File: src/logic/hwsv_pkg.sv
// Constants shared by the host watchdog and safe value command block
package hwsv_pkg;
  // ==========================================================
  // Register offsets (byte addresses)
  localparam logic [7:0] OFS_ADDR = 8'h00;
  localparam logic [7:0] OFS_RX = 8'h04;
  localparam logic [7:0] OFS_TX = 8'h08;
  localparam logic [7:0] OFS_WDSTAT = 8'h0C;
  localparam logic [7:0] OFS_DOMAP = 8'h10;
  localparam logic [7:0] OFS_AO0 = 8'h14;
  localparam logic [7:0] OFS_AO1 = 8'h18;
  localparam logic [7:0] OFS_AOSAFE = 8'h1C;
  // ==========================================================
  // Field positions and reset values
  localparam int RX_ERR_BIT = 8;
  localparam int TX_VALID_BIT = 8;
  localparam int ST_TIMEOUT_BIT = 2;
  localparam int ST_ENABLE_BIT = 7;
  localparam logic [7:0] ADDR_RESET = 8'h01;
  localparam logic [7:0] TENTHS_RESET = 8'h00;
  // ==========================================================
  // Frame characters and sizes
  localparam logic [7:0] CH_START = 8'h7E;
  localparam logic [7:0] CH_CR = 8'h0D;
  localparam logic [7:0] CH_OK = 8'h21;
  localparam logic [7:0] CH_BAD = 8'h3F;
  localparam logic [7:0] CH_ALL = 8'h2A;
  localparam logic [7:0] CMD_STATE = 8'h30;
  localparam logic [7:0] CMD_CLEAR = 8'h31;
  localparam logic [7:0] CMD_READ_WD = 8'h32;
  localparam logic [7:0] CMD_SET_WD = 8'h33;
  localparam logic [7:0] CMD_READ_SAFE = 8'h34;
  localparam logic [7:0] CMD_STORE_SAFE = 8'h35;
  localparam int FRAME_MAX = 7;
  localparam int REPLY_MAX = 10;
  localparam logic [3:0] AO_CHANNELS = 4'h2;
  // ==========================================================
  // Timing
  localparam longint CLK_PERIOD_PS = 5000;
  localparam longint TENTH_S_PS = 64'd100000000000;
  localparam int TENTH_CYCLES = int'(TENTH_S_PS / CLK_PERIOD_PS);
  // ==========================================================
  // Parser states
  typedef enum logic [1:0] {
    PS_IDLE = 2'b00,
    PS_COLLECT = 2'b01,
    PS_DROP = 2'b10
  } hwsv_pstate_t;
endpackage

File: src/logic/hwsv_wd_if.sv
// Control and status wires between the parser and the watchdog counter
`timescale 1ns/1ps
interface hwsv_wd_if;
  logic set;
  logic set_en;
  logic [7:0] set_tenths;
  logic kick;
  logic en;
  logic [7:0] tenths;
  logic expired;
  modport ctl (output set, set_en, set_tenths, kick,
               input en, tenths, expired);
  modport dog (input set, set_en, set_tenths, kick,
               output en, tenths, expired);
endinterface

File: src/logic/hwsv_top.sv
// Host watchdog and safe value command interpreter with APB registers
// How it works
// read_watchdog_timeout_cmd answers address, enable digit, two hex digits.
// Enable digit reads 0 when disabled, 1 when enabled.
// Timeout counts tenths of a second, 01 to FF; code also accepts 00 and resets to 00.
// set_watchdog_cmd sets enable and timeout together.
// Enable digit 0 disables, 1 enables the watchdog.
// Valid replies start with '!', rejected ones with '?', then address.
// Malformed, errored or foreign-address frames get no reply.
// Address field is two hex digits, 00 to FF.
// Timeout clears enable; host must set it again.
// read_digital_default_bitmaps_cmd returns power-on then safe bitmap.
// Bitmap bit n is digital channel n, 1 active.
// Alarm channels ignore power-on and safe bitmaps.
// read_analog_safe_value_cmd returns stored safe value of channel 0 or 1.
// Nonexistent analog channel gets the invalid reply.
// store_analog_safe_value_cmd copies present analog value into safe storage.
// Store channel digit is zero based, only 0 and 1.
// Broadcast host-alive frame accepted, never answered.
// Status byte: bit 2 timeout occurred, bit 7 enabled.
// Timeout flag cleared only by the status-reset command.
// Host-alive restarts count; timeout after programmed tenths.
// Bitmap read versus analog safe read told apart by frame length.
`timescale 1ns/1ps
module hwsv_top #(
  parameter int TENTH_CYCLES = hwsv_pkg::TENTH_CYCLES,
  parameter logic [7:0] ADDR_DEFAULT = hwsv_pkg::ADDR_RESET
) (
  input wire logic pclk,
  input wire logic presetn,
  input wire logic psel,
  input wire logic penable,
  input wire logic pwrite,
  input wire logic [7:0] paddr,
  input wire logic [31:0] pwdata,
  output logic [31:0] prdata,
  output logic pready,
  output logic pslverr,
  output logic wd_enabled,
  output logic wd_timeout_flag,
  output logic reply_pending,
  output logic [7:0] do_power_on,
  output logic [7:0] do_safe
);
  import hwsv_pkg::*;

  // ==========================================================
  // Helpers
  function automatic logic [7:0] to_hex(input logic [3:0] v);
    return (v < 4'hA) ? 8'h30 + {4'h0, v} : 8'h37 + {4'h0, v};
  endfunction

  function automatic logic [4:0] hex_val(input logic [7:0] c);
    if (c >= 8'h30 && c <= 8'h39) return {1'b1, c[3:0]};
    if ((c >= 8'h41 && c <= 8'h46) || (c >= 8'h61 && c <= 8'h66))
      return {1'b1, c[3:0] + 4'h9};
    return 5'h00;
  endfunction

  // ==========================================================
  // APB slave, no wait states
  logic acc;
  logic wr_ok;
  logic rd_ok;
  logic mapped;
  logic [7:0] own_addr;
  logic [7:0] bm_power_on;
  logic [7:0] bm_safe;
  logic [7:0] alarm_mask;
  logic [15:0] ao_now [2];
  logic [15:0] ao_safe [2];
  logic [7:0] status;
  logic [7:0] rbuf [REPLY_MAX];
  logic [3:0] rlen;
  logic [3:0] ridx;
  logic tx_valid;
  logic [31:0] rdata;
  logic addr_loaded;
  logic tick;
  logic act;
  logic wd_flag;
  hwsv_wd_if wd ();

  assign acc = psel && penable && pready;
  assign mapped = (paddr[1:0] == 2'b00) && (paddr <= OFS_AOSAFE);
  assign wr_ok = acc && pwrite && mapped;
  assign rd_ok = acc && !pwrite && mapped;
  assign tx_valid = (ridx < rlen);

  always_comb begin
    rdata = 32'h0000_0000;
    case (paddr)
      OFS_ADDR: rdata = {24'h0, own_addr};
      OFS_TX: rdata = {23'h0, tx_valid, tx_valid ? rbuf[ridx] : 8'h00};
      OFS_WDSTAT: rdata = {16'h0, wd.tenths, status};
      OFS_DOMAP: rdata = {8'h0, alarm_mask, bm_safe, bm_power_on};
      OFS_AO0: rdata = {16'h0, ao_now[0]};
      OFS_AO1: rdata = {16'h0, ao_now[1]};
      OFS_AOSAFE: rdata = {ao_safe[1], ao_safe[0]};
      default: rdata = 32'h0000_0000;
    endcase
  end

  always_ff @(posedge pclk or negedge presetn) begin
    if (!presetn) begin
      pready <= 1'b0;
      pslverr <= 1'b0;
      prdata <= 32'h0000_0000;
    end else begin
      pready <= psel && !penable;
      pslverr <= psel && !penable && !mapped;
      prdata <= (psel && !penable && !pwrite) ? rdata : 32'h0000_0000;
    end
  end

  always_ff @(posedge pclk or negedge presetn) begin
    if (!presetn) begin
      own_addr <= 8'h00;
      bm_power_on <= 8'h00;
      bm_safe <= 8'h00;
      alarm_mask <= 8'h00;
      ao_now[0] <= 16'h0000;
      ao_now[1] <= 16'h0000;
    end else if (wr_ok) begin
      case (paddr)
        OFS_ADDR: own_addr <= pwdata[7:0];
        OFS_DOMAP: begin
          bm_power_on <= pwdata[7:0];
          bm_safe <= pwdata[15:8];
          alarm_mask <= pwdata[23:16];
        end
        OFS_AO0: ao_now[0] <= pwdata[15:0];
        OFS_AO1: ao_now[1] <= pwdata[15:0];
        default: ;
      endcase
    end else if (own_addr == 8'h00 && !addr_loaded) begin
      own_addr <= ADDR_DEFAULT;
    end
  end

  // Default address is taken after reset release, not under reset
  always_ff @(posedge pclk or negedge presetn) begin
    if (!presetn) addr_loaded <= 1'b0;
    else addr_loaded <= 1'b1;
  end

  // ==========================================================
  // Frame collector
  hwsv_pstate_t pstate;
  logic [7:0] fb [FRAME_MAX];
  logic [2:0] flen;
  logic go;
  logic rx_wr;
  logic [7:0] rx_ch;

  assign rx_wr = wr_ok && (paddr == OFS_RX);
  assign rx_ch = pwdata[7:0];

  always_ff @(posedge pclk or negedge presetn) begin
    if (!presetn) begin
      pstate <= PS_IDLE;
      flen <= 3'd0;
      go <= 1'b0;
    end else begin
      go <= 1'b0;
      if (rx_wr) begin
        if (rx_ch == CH_START) begin
          pstate <= pwdata[RX_ERR_BIT] ? PS_DROP : PS_COLLECT;
          flen <= 3'd0;
        end else begin
          case (pstate)
            PS_COLLECT: begin
              if (pwdata[RX_ERR_BIT]) begin
                pstate <= PS_DROP;
              end else if (rx_ch == CH_CR) begin
                go <= 1'b1;
                pstate <= PS_IDLE;
              end else if (flen == 3'(FRAME_MAX)) begin
                pstate <= PS_DROP;
              end else begin
                fb[flen] <= rx_ch;
                flen <= flen + 3'd1;
              end
            end
            PS_DROP: if (rx_ch == CH_CR) pstate <= PS_IDLE;
            PS_IDLE: pstate <= PS_IDLE;
            default: pstate <= PS_IDLE;
          endcase
        end
      end
    end
  end

  // ==========================================================
  // Decoder
  logic d_reply;
  logic d_ok;
  logic d_kick;
  logic d_set;
  logic d_clear;
  logic d_store;
  logic d_ch;
  logic [2:0] d_n;
  logic [7:0] d_dat [4];
  logic [4:0] a_hi;
  logic [4:0] a_lo;
  logic [4:0] p3;
  logic [4:0] p4;
  logic [4:0] p5;

  assign status = {wd.en, 4'h0, wd_flag, 2'b00};

  always_comb begin
    a_hi = hex_val(fb[0]);
    a_lo = hex_val(fb[1]);
    p3 = hex_val(fb[3]);
    p4 = hex_val(fb[4]);
    p5 = hex_val(fb[5]);
    d_reply = 1'b0;
    d_ok = 1'b1;
    d_kick = 1'b0;
    d_set = 1'b0;
    d_clear = 1'b0;
    d_store = 1'b0;
    d_ch = fb[3][0];
    d_n = 3'd0;
    for (int i = 0; i < 4; i++) d_dat[i] = 8'h00;
    if (flen == 3'd2 && fb[0] == CH_ALL && fb[1] == CH_ALL) begin
      d_kick = 1'b1;
    end else if (flen >= 3'd3 && a_hi[4] && a_lo[4] &&
                 {a_hi[3:0], a_lo[3:0]} == own_addr) begin
      d_reply = 1'b1;
      case (fb[2])
        CMD_STATE: begin
          d_reply = (flen == 3'd3);
          d_n = 3'd2;
          d_dat[0] = to_hex(status[7:4]);
          d_dat[1] = to_hex(status[3:0]);
        end
        CMD_CLEAR: begin
          d_reply = (flen == 3'd3);
          d_clear = 1'b1;
        end
        CMD_READ_WD: begin
          d_reply = (flen == 3'd3);
          d_n = 3'd3;
          d_dat[0] = wd.en ? 8'h31 : 8'h30;
          d_dat[1] = to_hex(wd.tenths[7:4]);
          d_dat[2] = to_hex(wd.tenths[3:0]);
        end
        CMD_SET_WD: begin
          d_reply = (flen == 3'd6) && p4[4] && p5[4];
          d_ok = (fb[3] == 8'h30) || (fb[3] == 8'h31);
          d_set = 1'b1;
        end
        CMD_READ_SAFE: begin
          if (flen == 3'd3) begin
            d_n = 3'd4;
            d_dat[0] = to_hex(bm_power_on[7:4]);
            d_dat[1] = to_hex(bm_power_on[3:0]);
            d_dat[2] = to_hex(bm_safe[7:4]);
            d_dat[3] = to_hex(bm_safe[3:0]);
          end else begin
            d_reply = (flen == 3'd4) && p3[4];
            d_ok = (p3[3:0] < AO_CHANNELS);
            d_n = 3'd4;
            d_dat[0] = to_hex(ao_safe[d_ch][15:12]);
            d_dat[1] = to_hex(ao_safe[d_ch][11:8]);
            d_dat[2] = to_hex(ao_safe[d_ch][7:4]);
            d_dat[3] = to_hex(ao_safe[d_ch][3:0]);
          end
        end
        CMD_STORE_SAFE: begin
          d_reply = (flen == 3'd4) && p3[4];
          d_ok = (p3[3:0] < AO_CHANNELS);
          d_store = 1'b1;
        end
        default: d_ok = 1'b0;
      endcase
    end
  end

  // ==========================================================
  // Actions and reply
  assign act = go && d_reply && d_ok;
  assign wd.set = act && d_set;
  assign wd.set_en = fb[3][0];
  assign wd.set_tenths = {p4[3:0], p5[3:0]};
  assign wd.kick = go && d_kick;

  hwsv_tick #(.CYCLES(TENTH_CYCLES)) u_tick (
    .pclk(pclk),
    .presetn(presetn),
    .clear(wd.kick || wd.set),
    .tick(tick)
  );

  hwsv_wdog u_wdog (
    .pclk(pclk),
    .presetn(presetn),
    .tick(tick),
    .wd(wd.dog)
  );

  // Expiry wins over a clear arriving in the same cycle
  always_ff @(posedge pclk or negedge presetn) begin
    if (!presetn) wd_flag <= 1'b0;
    else if (wd.expired) wd_flag <= 1'b1;
    else if (act && d_clear) wd_flag <= 1'b0;
  end

  always_ff @(posedge pclk or negedge presetn) begin
    if (!presetn) begin
      ao_safe[0] <= 16'h0000;
      ao_safe[1] <= 16'h0000;
    end else if (act && d_store) begin
      ao_safe[d_ch] <= ao_now[d_ch];
    end
  end

  // A new reply replaces any unread one
  always_ff @(posedge pclk or negedge presetn) begin
    if (!presetn) begin
      rlen <= 4'd0;
      ridx <= 4'd0;
    end else if (go && d_reply) begin
      rbuf[0] <= d_ok ? CH_OK : CH_BAD;
      rbuf[1] <= to_hex(own_addr[7:4]);
      rbuf[2] <= to_hex(own_addr[3:0]);
      for (int i = 0; i < 4; i++) begin
        if (d_ok && 3'(i) < d_n) rbuf[3 + i] <= d_dat[i];
      end
      rbuf[d_ok ? 4'd3 + {1'b0, d_n} : 4'd3] <= CH_CR;
      rlen <= d_ok ? 4'd4 + {1'b0, d_n} : 4'd4;
      ridx <= 4'd0;
    end else if (rd_ok && paddr == OFS_TX && tx_valid) begin
      ridx <= ridx + 4'd1;
    end
  end

  // ==========================================================
  // Pin outputs
  always_ff @(posedge pclk or negedge presetn) begin
    if (!presetn) begin
      wd_enabled <= 1'b0;
      wd_timeout_flag <= 1'b0;
      reply_pending <= 1'b0;
      do_power_on <= 8'h00;
      do_safe <= 8'h00;
    end else begin
      wd_enabled <= wd.en;
      wd_timeout_flag <= wd_flag;
      reply_pending <= tx_valid;
      do_power_on <= bm_power_on & ~alarm_mask;
      do_safe <= bm_safe & ~alarm_mask;
    end
  end
endmodule

File: src/logic/hwsv_tick.sv
// Tenth-of-a-second enable pulse divider
`timescale 1ns/1ps
module hwsv_tick #(
  parameter int CYCLES = hwsv_pkg::TENTH_CYCLES
) (
  input wire logic pclk,
  input wire logic presetn,
  input wire logic clear,
  output logic tick
);
  import hwsv_pkg::*;
  localparam int W = $clog2(CYCLES);
  localparam logic [W-1:0] LAST = W'(CYCLES - 1);
  logic [W-1:0] cnt;

  if (CYCLES < 2) begin : g_bad
    $error("hwsv_tick: CYCLES must be at least 2");
  end

  // Restart on kick so a period always starts at the host's last sign
  always_ff @(posedge pclk or negedge presetn) begin
    if (!presetn) begin
      cnt <= '0;
      tick <= 1'b0;
    end else if (clear) begin
      cnt <= '0;
      tick <= 1'b0;
    end else begin
      tick <= (cnt == LAST);
      cnt <= (cnt == LAST) ? '0 : cnt + W'(1);
    end
  end
endmodule

File: src/logic/hwsv_wdog.sv
// Host watchdog: enable, timeout in tenths and expiry detection
`timescale 1ns/1ps
module hwsv_wdog (
  input wire logic pclk,
  input wire logic presetn,
  input wire logic tick,
  hwsv_wd_if.dog wd
);
  import hwsv_pkg::*;
  logic [7:0] elapsed;

  always_ff @(posedge pclk or negedge presetn) begin
    if (!presetn) begin
      wd.en <= 1'b0;
      wd.tenths <= TENTHS_RESET;
    end else if (wd.set) begin
      wd.en <= wd.set_en;
      wd.tenths <= wd.set_tenths;
    end else if (wd.expired) begin
      wd.en <= 1'b0;
    end
  end

  // A timeout of 00 expires at the first tick
  always_ff @(posedge pclk or negedge presetn) begin
    if (!presetn) begin
      elapsed <= 8'h00;
      wd.expired <= 1'b0;
    end else begin
      wd.expired <= 1'b0;
      if (wd.set || wd.kick || !wd.en) begin
        elapsed <= 8'h00;
      end else if (tick) begin
        if (9'(elapsed) + 9'h001 >= 9'(wd.tenths)) begin
          wd.expired <= 1'b1;
          elapsed <= 8'h00;
        end else begin
          elapsed <= elapsed + 8'h01;
        end
      end
    end
  end
endmodule

File: config.mk
export PLATFORM = sky130hd
export DESIGN_NAME = hwsv_top
export DESIGN_NICKNAME = d
export VERILOG_FILES = /design/src/logic/hwsv_pkg.sv /design/src/logic/hwsv_wd_if.sv /design/src/logic/hwsv_top.sv /design/src/logic/hwsv_tick.sv /design/src/logic/hwsv_wdog.sv
export SDC_FILE = /design/constraint.sdc
export NUM_CORES = 1
export LEC_CHECK = 0
export CAP_MARGIN = 20
export CORE_ASPECT_RATIO = 2
export CORE_MARGIN = 8
export CORE_UTILIZATION = 38
export DETAILED_ROUTE_END_ITERATION = 12
export DONT_BUFFER_PORTS = 1
export HOLD_SLACK_MARGIN = 0.02
export PLACE_DENSITY = 0.52
export SYNTH_ARGS = -nofsm -noshare
export SYNTH_HDL_FRONTEND = slang
export SYNTH_SLANG_ARGS = --single-unit
File: constraint.sdc
create_clock -name pclk -period 5.15 [get_ports pclk]
set_input_delay 1.03 -clock pclk [delete_from_list [all_inputs] [get_ports pclk]]
set_output_delay 1.03 -clock pclk [all_outputs]
set_load 0.02 [all_outputs]
# Word-level counts from Yosys, hierarchy flattened
# Memory sizes are Yosys's and may differ from the RTL's.
# Cells that the tools add are included.
# totals
regBits	209
mem_bits_rw	136
out_inout_bits	53
memories	2
# mem_list
name	depth	word_bits	rd	rd_clocked_by_memory_dff	write_ports	line	text
rbuf	10	8	1	0	8	hwsv_top.sv:73	logic [7:0] rbuf [REPLY_MAX];
fb	7	8	6	0	1	hwsv_top.sv:150	logic [7:0] fb [FRAME_MAX];
# op_classes
addsub	40
n_lt_le_gt_ge	55
n_eq_ne	34
mux	148
bitwise	4
n_reduce_logical	83
# ops
cell	n
32-bit case mux with 7 select lines	1
6-bit by 4-bit adder with 7-bit output (first input constant)	26
16-bit 2-to-1 mux	7
5-bit 2-to-1 mux	21
7-bit 2-to-1 mux	14
32-bit 2-to-1 mux	3
8-bit by 6-bit == test with 1-bit output (second input constant)	10
8-bit by 7-bit greater-or-equal comparator with 1-bit output (second input constant)	10
8-bit by 7-bit less-or-equal comparator with 1-bit output (second input constant)	10
1-bit 2-to-1 mux	66
8-bit 2-to-1 mux	8
1-bit logical AND	54
4-bit less-than comparator (second input constant)	13
25-bit 2-to-1 mux	2
16-bit case mux with 3 select lines	1
8-bit by 6-bit greater-or-equal comparator with 1-bit output (second input constant)	5
8-bit by 6-bit less-or-equal comparator with 1-bit output (second input constant)	5
32-bit bitwise mux	1
8-bit by 5-bit == test with 1-bit output (second input constant)	4
31-bit 2-to-1 mux	1
25-bit by 1-bit adder with 25-bit output (second input constant)	1
25-bit == test (second input constant)	1
8-bit by 4-bit == test with 1-bit output (second input constant)	3
3-bit 2-to-1 mux	7
48 further kinds	90

# Depth between registers and ports, before layout
# Gate-level depths: netlist of run 1.
# An unclocked memory read counts as a cell.
# logic_depth
depth_word	19
mapped_depth	16
mapped_depth_nobuf	14

# Modules after synthesis
# A second synthesis of run 1 with hierarchy kept.
# unflattened
cells_unflattened	1491
hier_area_um2	15503.6
# modules_own_cells
mod	n_inst	cells_each	area_each_um2
hwsv_top	1	1238	13116.3
hwsv_tick	1	149	1380.1
hwsv_wdog	1	104	1007.2

# Worst setup path before layout of run 1
# No wires, ideal clock.
# synth_timing
kind	register to register
start	memory fb[0][4]
end	memory rbuf[2][3]
setup_time_ns	0.127
arrival_ns	3.804
setup_slack_ns	1.219
path_stages_with_launch	14
synth_period_minus_slack_ns	3.931
path_cell_list	edfxtp_1 -> or4b_4 -> o41ai_2 -> a31oi_1 -> or3_1 -> or4b_1 -> buf_2 -> nor2_1 -> nand2_1 -> ha_1 -> nand2b_1 -> a21oi_1 -> o31a_1 -> or3_1
# synth_rtl
element	line
from (decl)	hwsv_top.sv:150
to (decl)	hwsv_top.sv:73

==> summary.txt, run 1 <==
Status
  – Outcome: finished clean

Logic synthesis
  – Cells after Synth: roughly 1,500
  – Syn avg cell area: roughly 11 µm²
  – Warnings from Yosys: 0
  – Flops & latches, synth: between 300 and 400
  – Synth async-reset ratio: 69.2%
  – Post-synth EDFFs: 48
  – Yosys cell types: slightly above 80
  – Post-synthesis sequential area ratio: 49.1%
  – Cell area after synthesis: 15,400 µm²
  – Syn Nets: approximately 1,600
  – Main synth FF type: dfrtp_1

Clock network
  – CTS buffer count: 30
  – CTS clk-pin slew, worst paths: 70 ps
  – Clock Sinks: 302
  – CTS tree: built
  – Worst-case clock buffer depth: 3
  – Setup bufs post-CTS: 0
  – Post_cts resized: 0
  – Hold_buf cts: 0
  – CTS root buffer: clkbuf_16
  – Skew-Pair Late Insertion Delay: between 600 and 700 ps
  – # H-tree levels: 1

Die
  – Area of the die: 47,700 µm²
  – Die W: between 150 and 200 µm
  – Die H: 301 µm
  – Initial Util: a little under two fifths
  – Row count: 104
  – Boundary Pins: around 100
  – Core Area: just over 40,000 µm²

Global route
  – Initial antenna violation count: 2
  – Grt ovf: 0
  – Vias in the first global route: roughly 12,000
  – Largest net degree at the start of global routing: between 200 and 250
  – First-pass GRT wire length: between 70 and 80 mm
  – Global-route usage over all layers: 20.8%

Finish
  – Layout Nets: approximately 1,600
  – Most common cell after layout, fill and taps aside: dfrtp_1
  – Multi-input logic area: roughly 7400 µm²
  – Ant diodes: 0
  – Filler Cells Inserted: roughly 3,800
  – Most frequent cells in the layout: dfrtp_1 (209), nor2_1 (109), nand2_1 (106)
  – Layout cells sized above 1: between 10% and 20%
  – Sequential Area: roughly 7600 µm²
  – Area Overhead vs Synth: 11.5%

Min path
  – Worst Hold Class: primary input to async pin

Route
  – # DRC: 0
  – DR iter-0 viols: just over 700
  – DR WL/cell: about 24 µm
  – Via density: ~5.8
  – Detailed Route WL: ~49 mm
  – Routed via count: 11,600
  – TritonRoute pass-1 iters: 5
  – Detail Route Antenna Nets: 0

STA
  – Final Critical Period: 4500 ps
  – Actual slew at the worst max-slew pin: about 1000 ps
  – Max Freq: about 220 MHz
  – RSZ-0062 raised after global routing: false
  – Final max-slew violation count: 0
  – Skew final: between 30 and 40 ps
  – Hold Violations, Final: 0
  – Max_slew headroom: between 30% and 40%
  – Final cycle utilization of the critical path: about 87%
  – Setup TNS: 0 ps
  – Final hold slack: roughly 150 ps
  – Endpoints failing setup: 0

Power and ir drop
  – Combinational Power Share: less than 1%
  – Net switching power figure: around 0.0010 W
  – Clock power frac: between 40% and 50%
  – Seq pwr share: about half
  – P per Cell Area: roughly 280 nW/µm²
  – Switching share of power: roughly a fifth
  – Max VDD drop: approximately 0.25 mV
  – P_int: roughly 0.0038 W
  – Leakage: a little over 7 nW

Flow run
  – # Max-Cap Violations: 0

Worst setup path
  – Startpoint Class: flop
  – Worst path required time: approximately 5600 ps
  – Crit. End Element: flop
  – Register-to-register setup slack: 650 ps
  – WS Path Type: flop to flop
  – CP max FO: 11
  – CP peak stage delay: 690 ps
  – CP cell instances: or4b_4 -> nor4b_1 -> o21ai_0 -> and2_1 -> or4b_1 -> nor2_1 -> nand2_1 -> ha_1 -> nand2b_1 -> a21oi_1 -> o31a_1 -> or3_1
  – Critical path arrival: just under 5000 ps
  – Slowest cell on the critical path: or4b_1

Placement
  – Placer Congestion: around 0.90
  – Port bufs: 0
  – Post-DP HPWL: 36.4 mm
[sequential cells by signal, summed over array words and instances (netlist names), 2 cells and up]
| signal | cells |
|---|---|
| prdata | 32 |
| rbuf | 45 |
| ao_safe | 32 |
| alarm_mask | 8 |
| fb | 48 |
| flen | 3 |
| u_wdog.wd.tenths | 8 |
| rlen | 4 |
| do_power_on | 8 |
| pstate | 2 |
| own_addr | 8 |
| u_wdog.elapsed | 8 |
| ao_now | 32 |
| bm_safe | 8 |
| u_tick.cnt | 25 |
| ridx | 4 |
| bm_power_on | 8 |
| do_safe | 8 |
[critical path, delay by kind of cell, from the launching register on]
kind | cells | cell delay [ps]
AO/OA/AOI/OAI | 3 | 620
adder cells (fa/ha/maj) | 1 | 490
flip-flops | 1 | 530
AND/OR/NAND/NOR | 8 | 2740
[power groups by stage]
stage          combinational (W)  clock, W  sequential (W)
2_1_floorplan          0.0000124         0         0.00247
3_3_place_gp           0.0000162         0         0.00247
3_5_place_dp           0.0000163         0         0.00247
4_1_cts                0.0000164   0.00247         0.00242
5_1_grt                0.0000177   0.00255         0.00242
6_report               0.0000165   0.00241         0.00242
[routing by layer]
layer,GRT usage (%),vias up,part of all wire [%]
met5,0,-,0
met4,12.9,0,6.6
met3,2.75,123,4.6
met2,37.6,362,53
met1,22.4,5784,36
li1,-,5358,-
[path summary, 6_finish.rpt]
| path | startpoint | endpoint | cells after the start |
|---|---|---|---|
| hold / removal | presetn | ridx[1]$_DFFE_PN0P_ | 0 |
| max in group asynchronous | presetn | flen[2]$_DFFE_PN0P_ | 0 |
| hold reg to reg | u_tick.cnt[0]$_DFF_PN0_ | u_tick.cnt[0]$_DFF_PN0_ | 1 |
| setup / recovery | fb[0][3]$_DFFE_PP_ | rbuf[2][3]$_SDFFE_PP1P_ | 12 |
| setup reg to reg | fb[0][3]$_DFFE_PP_ | rbuf[2][3]$_SDFFE_PP1P_ | 12 |
| min in group pclk | u_tick.cnt[0]$_DFF_PN0_ | u_tick.cnt[0]$_DFF_PN0_ | 1 |
[synthesized netlist by cell type, drive strengths merged (11+ instances only)]
cell,n,area share (%)
a22oi,41,2.0
a222oi,13,0.84
or3,14,0.57
nor4,17,1.0
nor2,112,2.7
inv,63,1.5
nand2,106,2.6
o21ai,69,2.2
nor3,36,1.2
nand2b,30,1.2
clkbuf,56,1.4
mux2,96,7.0
and3,22,0.89
dfrtp,209,34
nor2b,18,0.73
nand4,13,0.53
a21oi,72,2.3
ha,50,4.1
buf,11,0.33
xnor2,24,1.4
dfxtp,45,5.8
a31oi,24,0.97
edfxtp,48,9.3
xor2,25,1.4
mux2i,59,3.8
nand3,33,1.1
[cell families (layout without fill, tap and decap cells)]
kind of cell             count (synthesis)  after routing  synth area share (%)
buffers and inverters                  130            150                  3.24
AND/OR/NAND/NOR                        465            465                  16.1
multiplexers                           159            159                  11.4
flip-flops                             302            302                  49.1
other                                    1              1                0.0243
XOR/XNOR                                49             49                  2.78
AO/OA/AOI/OAI                          310            310                  13.3
adder cells (fa/ha/maj)                 50             50                  4.06
[final cells by class]
class                      count  area share, %
sequential                   302           44.0
multi-input combinational   1034           43.0
clock buffer                  34           4.69
tap                          530           3.85
clock inverter                22           1.67
inverter                      63           1.37
timing repair buffer          31           1.35
[per-stage QoR]
stage / setup slack [ps] / total power, W / std cells / utilization (%) / instance area [µm²]
finish: 654 / 0.00485 / 2016 / 42.8 / 17200
global route: 327 / 0.00499 / 2016 / 42.8 / 17200
CTS: 628 / 0.00491 / 2016 / 42.8 / 17200
detailed placement: 647 / 0.00249 / 1960 / 40.1 / 16100
global placement: 651 / 0.00249 / 1960 / 40.1 / 16100
floorplan: 1220 / 0.00248 / 1466 / - / 15400
Note: power is estimated with default switching activity, not from simulation.
==> inputs of run 2 (changes only) <==
--- a/config.mk
+++ b/config.mk
@@ -5,6 +5,7 @@
 export SDC_FILE = /design/constraint.sdc
 export NUM_CORES = 1
 export LEC_CHECK = 0
+export ABC_AREA = 1
 export CAP_MARGIN = 20
 export CORE_ASPECT_RATIO = 2
 export CORE_MARGIN = 8
@@ -15,4 +16,5 @@
 export PLACE_DENSITY = 0.52
 export SYNTH_ARGS = -nofsm -noshare
 export SYNTH_HDL_FRONTEND = slang
+export SYNTH_HIERARCHICAL = 1
 export SYNTH_SLANG_ARGS = --single-unit
==> run 2 against run 1 <==
Sequential power hardly changed. Worst setup slack gained 690 ps. Via count up 17%. Maximum frequency rose by 18%. Critical path depth grew 8. Final cell count grew 30%. Die area increased by 4.0%. Core utilization is 0.46 points lower. Non-clock buffer count is 12 lower. Clock power down 7%. Sequential share of layout area decreased by 1.2 points. Flip-flop and latch count did not move. Critical endpoint is now rbuf[1][4]$_SDFFE_PP0P_. Largest cell class unchanged. Highest routed layer unchanged.
==> summary.txt, run 2 <==
Logic synthesis
  – Cells after Synth: 2,052 (+40%)
  – Syn Nets: 2,147 (+38%)
  – Post-synthesis sequential area ratio: 47.0% (-2.0 points)
  – Flops & latches, synth: 302 (unchanged)
  – Yosys cell types: 61 (-26%)
  – Yosys top cell by area: dfrtp_1
  – Syn avg cell area: 7.84 µm² (-25%)
  – Post-synth top cells: nand2_1 (488), inv_1 (284), dfrtp_1 (209)
  – Post-synth EDFFs: 48 (unchanged)
  – Post-synth top area share: 32.5% (-1.4 points)
  – Most frequent cell after synthesis: nand2_1
  – Cell area after synthesis: 16,100 µm² (+4.3%)
  – Main synth FF type: dfrtp_1
  – Warnings from Yosys: 6 (+6)
  – Synth async-reset ratio: 69.2% (unchanged)
  – Dominant cells by area after synthesis: dfrtp_1 (32%), nand2_1 (11%), edfxtp_1 (9.0%)

Worst setup path
  – Worst path required time: 5620 ps (about the same)
  – Critical path arrival: 4280 ps (-680 ps)
  – Register-to-register setup slack: 1340 ps (+690 ps)
  – Crit Reg-Reg Endpoint: rbuf[1][4]$_SDFFE_PP0P_
  – CP max FO: 22 (+11)
  – WS Path Type: flop to flop
  – Reg2Reg Depth: 20 (+8)
  – Crit. End Element: flop
  – Worst r2r src: flen[2]$_DFFE_PN0P_
  – Startpoint Class: flop

Clock network
  – # H-tree levels: 1 (unchanged)
  – CTS clk-pin slew, worst paths: 70 ps (about the same)
  – CTS tree: built
  – CTS buffer count: 29 (-3.3%)
  – Worst-case clock buffer depth: 3 (unchanged)
  – Clock Sinks: 302 (unchanged)
  – Hold_buf cts: 0 (unchanged)
  – Setup bufs post-CTS: 0 (unchanged)
  – Skew-Pair Late Insertion Delay: 580 ps (-30 ps)
  – CTS root buffer: clkbuf_16
  – Post_cts resized: 0 (unchanged)

Route
  – TritonRoute pass-1 iters: 7 (+2)
  – Via density: 5.19 (-10%)
  – Detail Route Antenna Nets: 0 (unchanged)
  – # DRC: 0 (unchanged)
  – Routed via count: 13,600 (+17%)
  – DR WL/cell: 19.8 µm (-19%)
  – Detailed Route WL: 51.9 mm (+5.2%)
  – DR iter-0 viols: 1,042 (+46%)

Global route
  – First-pass GRT wire length: 79.4 mm (+7.4%)
  – Global-route usage over all layers: 20.8% (about the same)
  – Initial antenna violation count: 0 (-2)
  – Largest net degree at the start of global routing: 216 (-0.92%)
  – Grt ovf: 0 (unchanged)
  – Vias in the first global route: 13,700 (+16%)

Die
  – Die W: 162 µm (+1.9%)
  – Area of the die: 49,600 µm² (+4.0%)
  – Die H: 307 µm (+2.0%)
  – Row count: 106 (+1.9%)
  – Boundary Pins: 98 (unchanged)
  – Initial Util: 38.5% (+0.16 points)
  – Core Area: 41,800 µm² (+3.9%)

STA
  – Hold Violations, Final: 0 (unchanged)
  – Actual slew at the worst max-slew pin: 927 ps (-111 ps)
  – Max_slew headroom: 38.1% (+7.4 points)
  – Skew final: 23.6 ps (-9.18 ps)
  – Setup TNS: 0 ps (unchanged)
  – Endpoints failing setup: 0 (unchanged)
  – RSZ-0062 raised after global routing: false
  – Final cycle utilization of the critical path: 74.0% (-13 points)
  – Final Critical Period: 3810 ps (-686 ps)
  – Max Freq: 262 MHz (+18%)
  – Final max-slew violation count: 0 (unchanged)

Finish
  – Layout cells sized above 1: 7.51% (-7.0 points)
  – Largest register FFs: 48 (unchanged)
  – Area Overhead vs Synth: 9.86%
  – Final std cells w/o fill: 2,616 (+30%)
  – Layout Nets: 2,148 (+38%)
  – Most frequent cells in the layout: nand2_1 (488), inv_1 (284), dfrtp_1 (209)
  – Reg with most FFs: fb
  – Ant diodes: 0 (unchanged)
  – Most common cell after layout, fill and taps aside: nand2_1
  – Biggest regs: fb x48, rbuf x45

Power and ir drop
  – Max VDD drop: 0.253 mV (+1.9%)
  – P per Cell Area: 266 nW/µm² (-5.6%)
  – Leakage: 7.97 nW (+13%)

Placement
  – Post-DP HPWL: 40.0 mm (+9.9%)
  – Placed cells: 2,562 (+31%)
  – Placer Congestion: 0.936 (+4.4%)
  – Port bufs: 0 (unchanged)

Status
  – Outcome: finished clean

Flow run
  – # Max-Cap Violations: 0 (unchanged)

Min path
  – Worst Hold Class: primary input to async pin
-- run 2: changes by cell type after synthesis, sizes merged, moves of 22 or more --
| cell | before | now |
|---|---|---|
| mux2 | 96 | 8 |
| nand2 | 106 | 506 |
| and3 | 22 | 0 |
| a22oi | 41 | 0 |
| nand3 | 33 | 165 |
| mux2i | 59 | 2 |
| nand2b | 30 | 0 |
| o21ai | 69 | 195 |
| nor2 | 112 | 231 |
| o22ai | 7 | 37 |
| inv | 63 | 294 |
| clkbuf | 56 | 34 |
-- run 2: area by class of cell --
type	count	area, µm²
Inverter	297	1110
Timing Repair Buffer	19	143
Fill cell	4255	24100
Tap cell	540	676
Clock buffer	37	787
Clock inverter	17	205
Sequential cell	302	7570
Multi-Input combinational cell	1404	7190
-- run 2: worst max path at each step --
stage / from / endpoint / slack (ps) / depth (start not counted)
after floorplan: paddr[7] / fb[0][0]$_DFFE_PP_ / 1680 / 13
after global placement: paddr[7] / fb[0][0]$_DFFE_PP_ / 1130 / 15
after detailed placement: paddr[7] / fb[0][0]$_DFFE_PP_ / 1100 / 15
after CTS: flen[2]$_DFFE_PN0P_ / rbuf[1][6]$_SDFFE_PP0P_ / 1290 / 20
after global routing: flen[2]$_DFFE_PN0P_ / rbuf[1][4]$_SDFFE_PP0P_ / 950 / 20
final: flen[2]$_DFFE_PN0P_ / rbuf[1][4]$_SDFFE_PP0P_ / 1340 / 20
-- run 2: cell families (layout without fill, tap and decap cells) --
logic type,after synthesis,in the layout,synth area share [%]
AND/OR/NAND/NOR,970,970,26.6
AO/OA/AOI/OAI,351,351,12.3
buffers and inverters,346,370,8.32
flip-flops,302,302,47.0
adder cells (fa/ha/maj),50,50,3.89
XOR/XNOR,22,22,1.20
multiplexers,10,10,0.684
other,1,1,0.0233
-- run 2: critical path, stage by stage (launching register included) --
cell	delay (ps)
dfrtp_1	490
inv_1	220
ha_1	180
buf_4	280
inv_1	110
o211ai_1	180
nand2_1	150
nor2_4	130
nand2_1	70
nor2_1	110
nand3_2	130
nor2_8	290
nand2_2	180
ha_1	340
nand2_1	100
inv_1	110
nand2_1	70
nor2_1	160
nand2_1	220
nand2_1	110
inv_1	40
-- run 2: stage by stage --
step / cell area [µm²] / setup WS, ps / total power, W / hold slack [ps] / utilization (%)
floorplan: 16100 / 1680 / 0.00249 / 354 / -
global placement: 16700 / 1130 / 0.00250 / 449 / 40.0
detailed placement: 16700 / 1100 / 0.00250 / 447 / 40.0
CTS: 17700 / 1290 / 0.00476 / 123 / 42.3
global route: 17700 / 948 / 0.00485 / 119 / 42.3
finish: 17700 / 1340 / 0.00471 / 157 / 42.3
-- run 2: layer usage --
layer  global-route usage (%)  wire length, µm
met1                     20.3            17700
met2                     40.3            28200
met3                     3.10             2600
met4                     12.6             3340
met5                        0                0
-- run 2: where the power goes --
group          switching (W)  internal [W]   total, W
registers         0.00000284       0.00242    0.00242
clock network       0.000964       0.00129    0.00225
logic              0.0000237    0.00000599  0.0000297
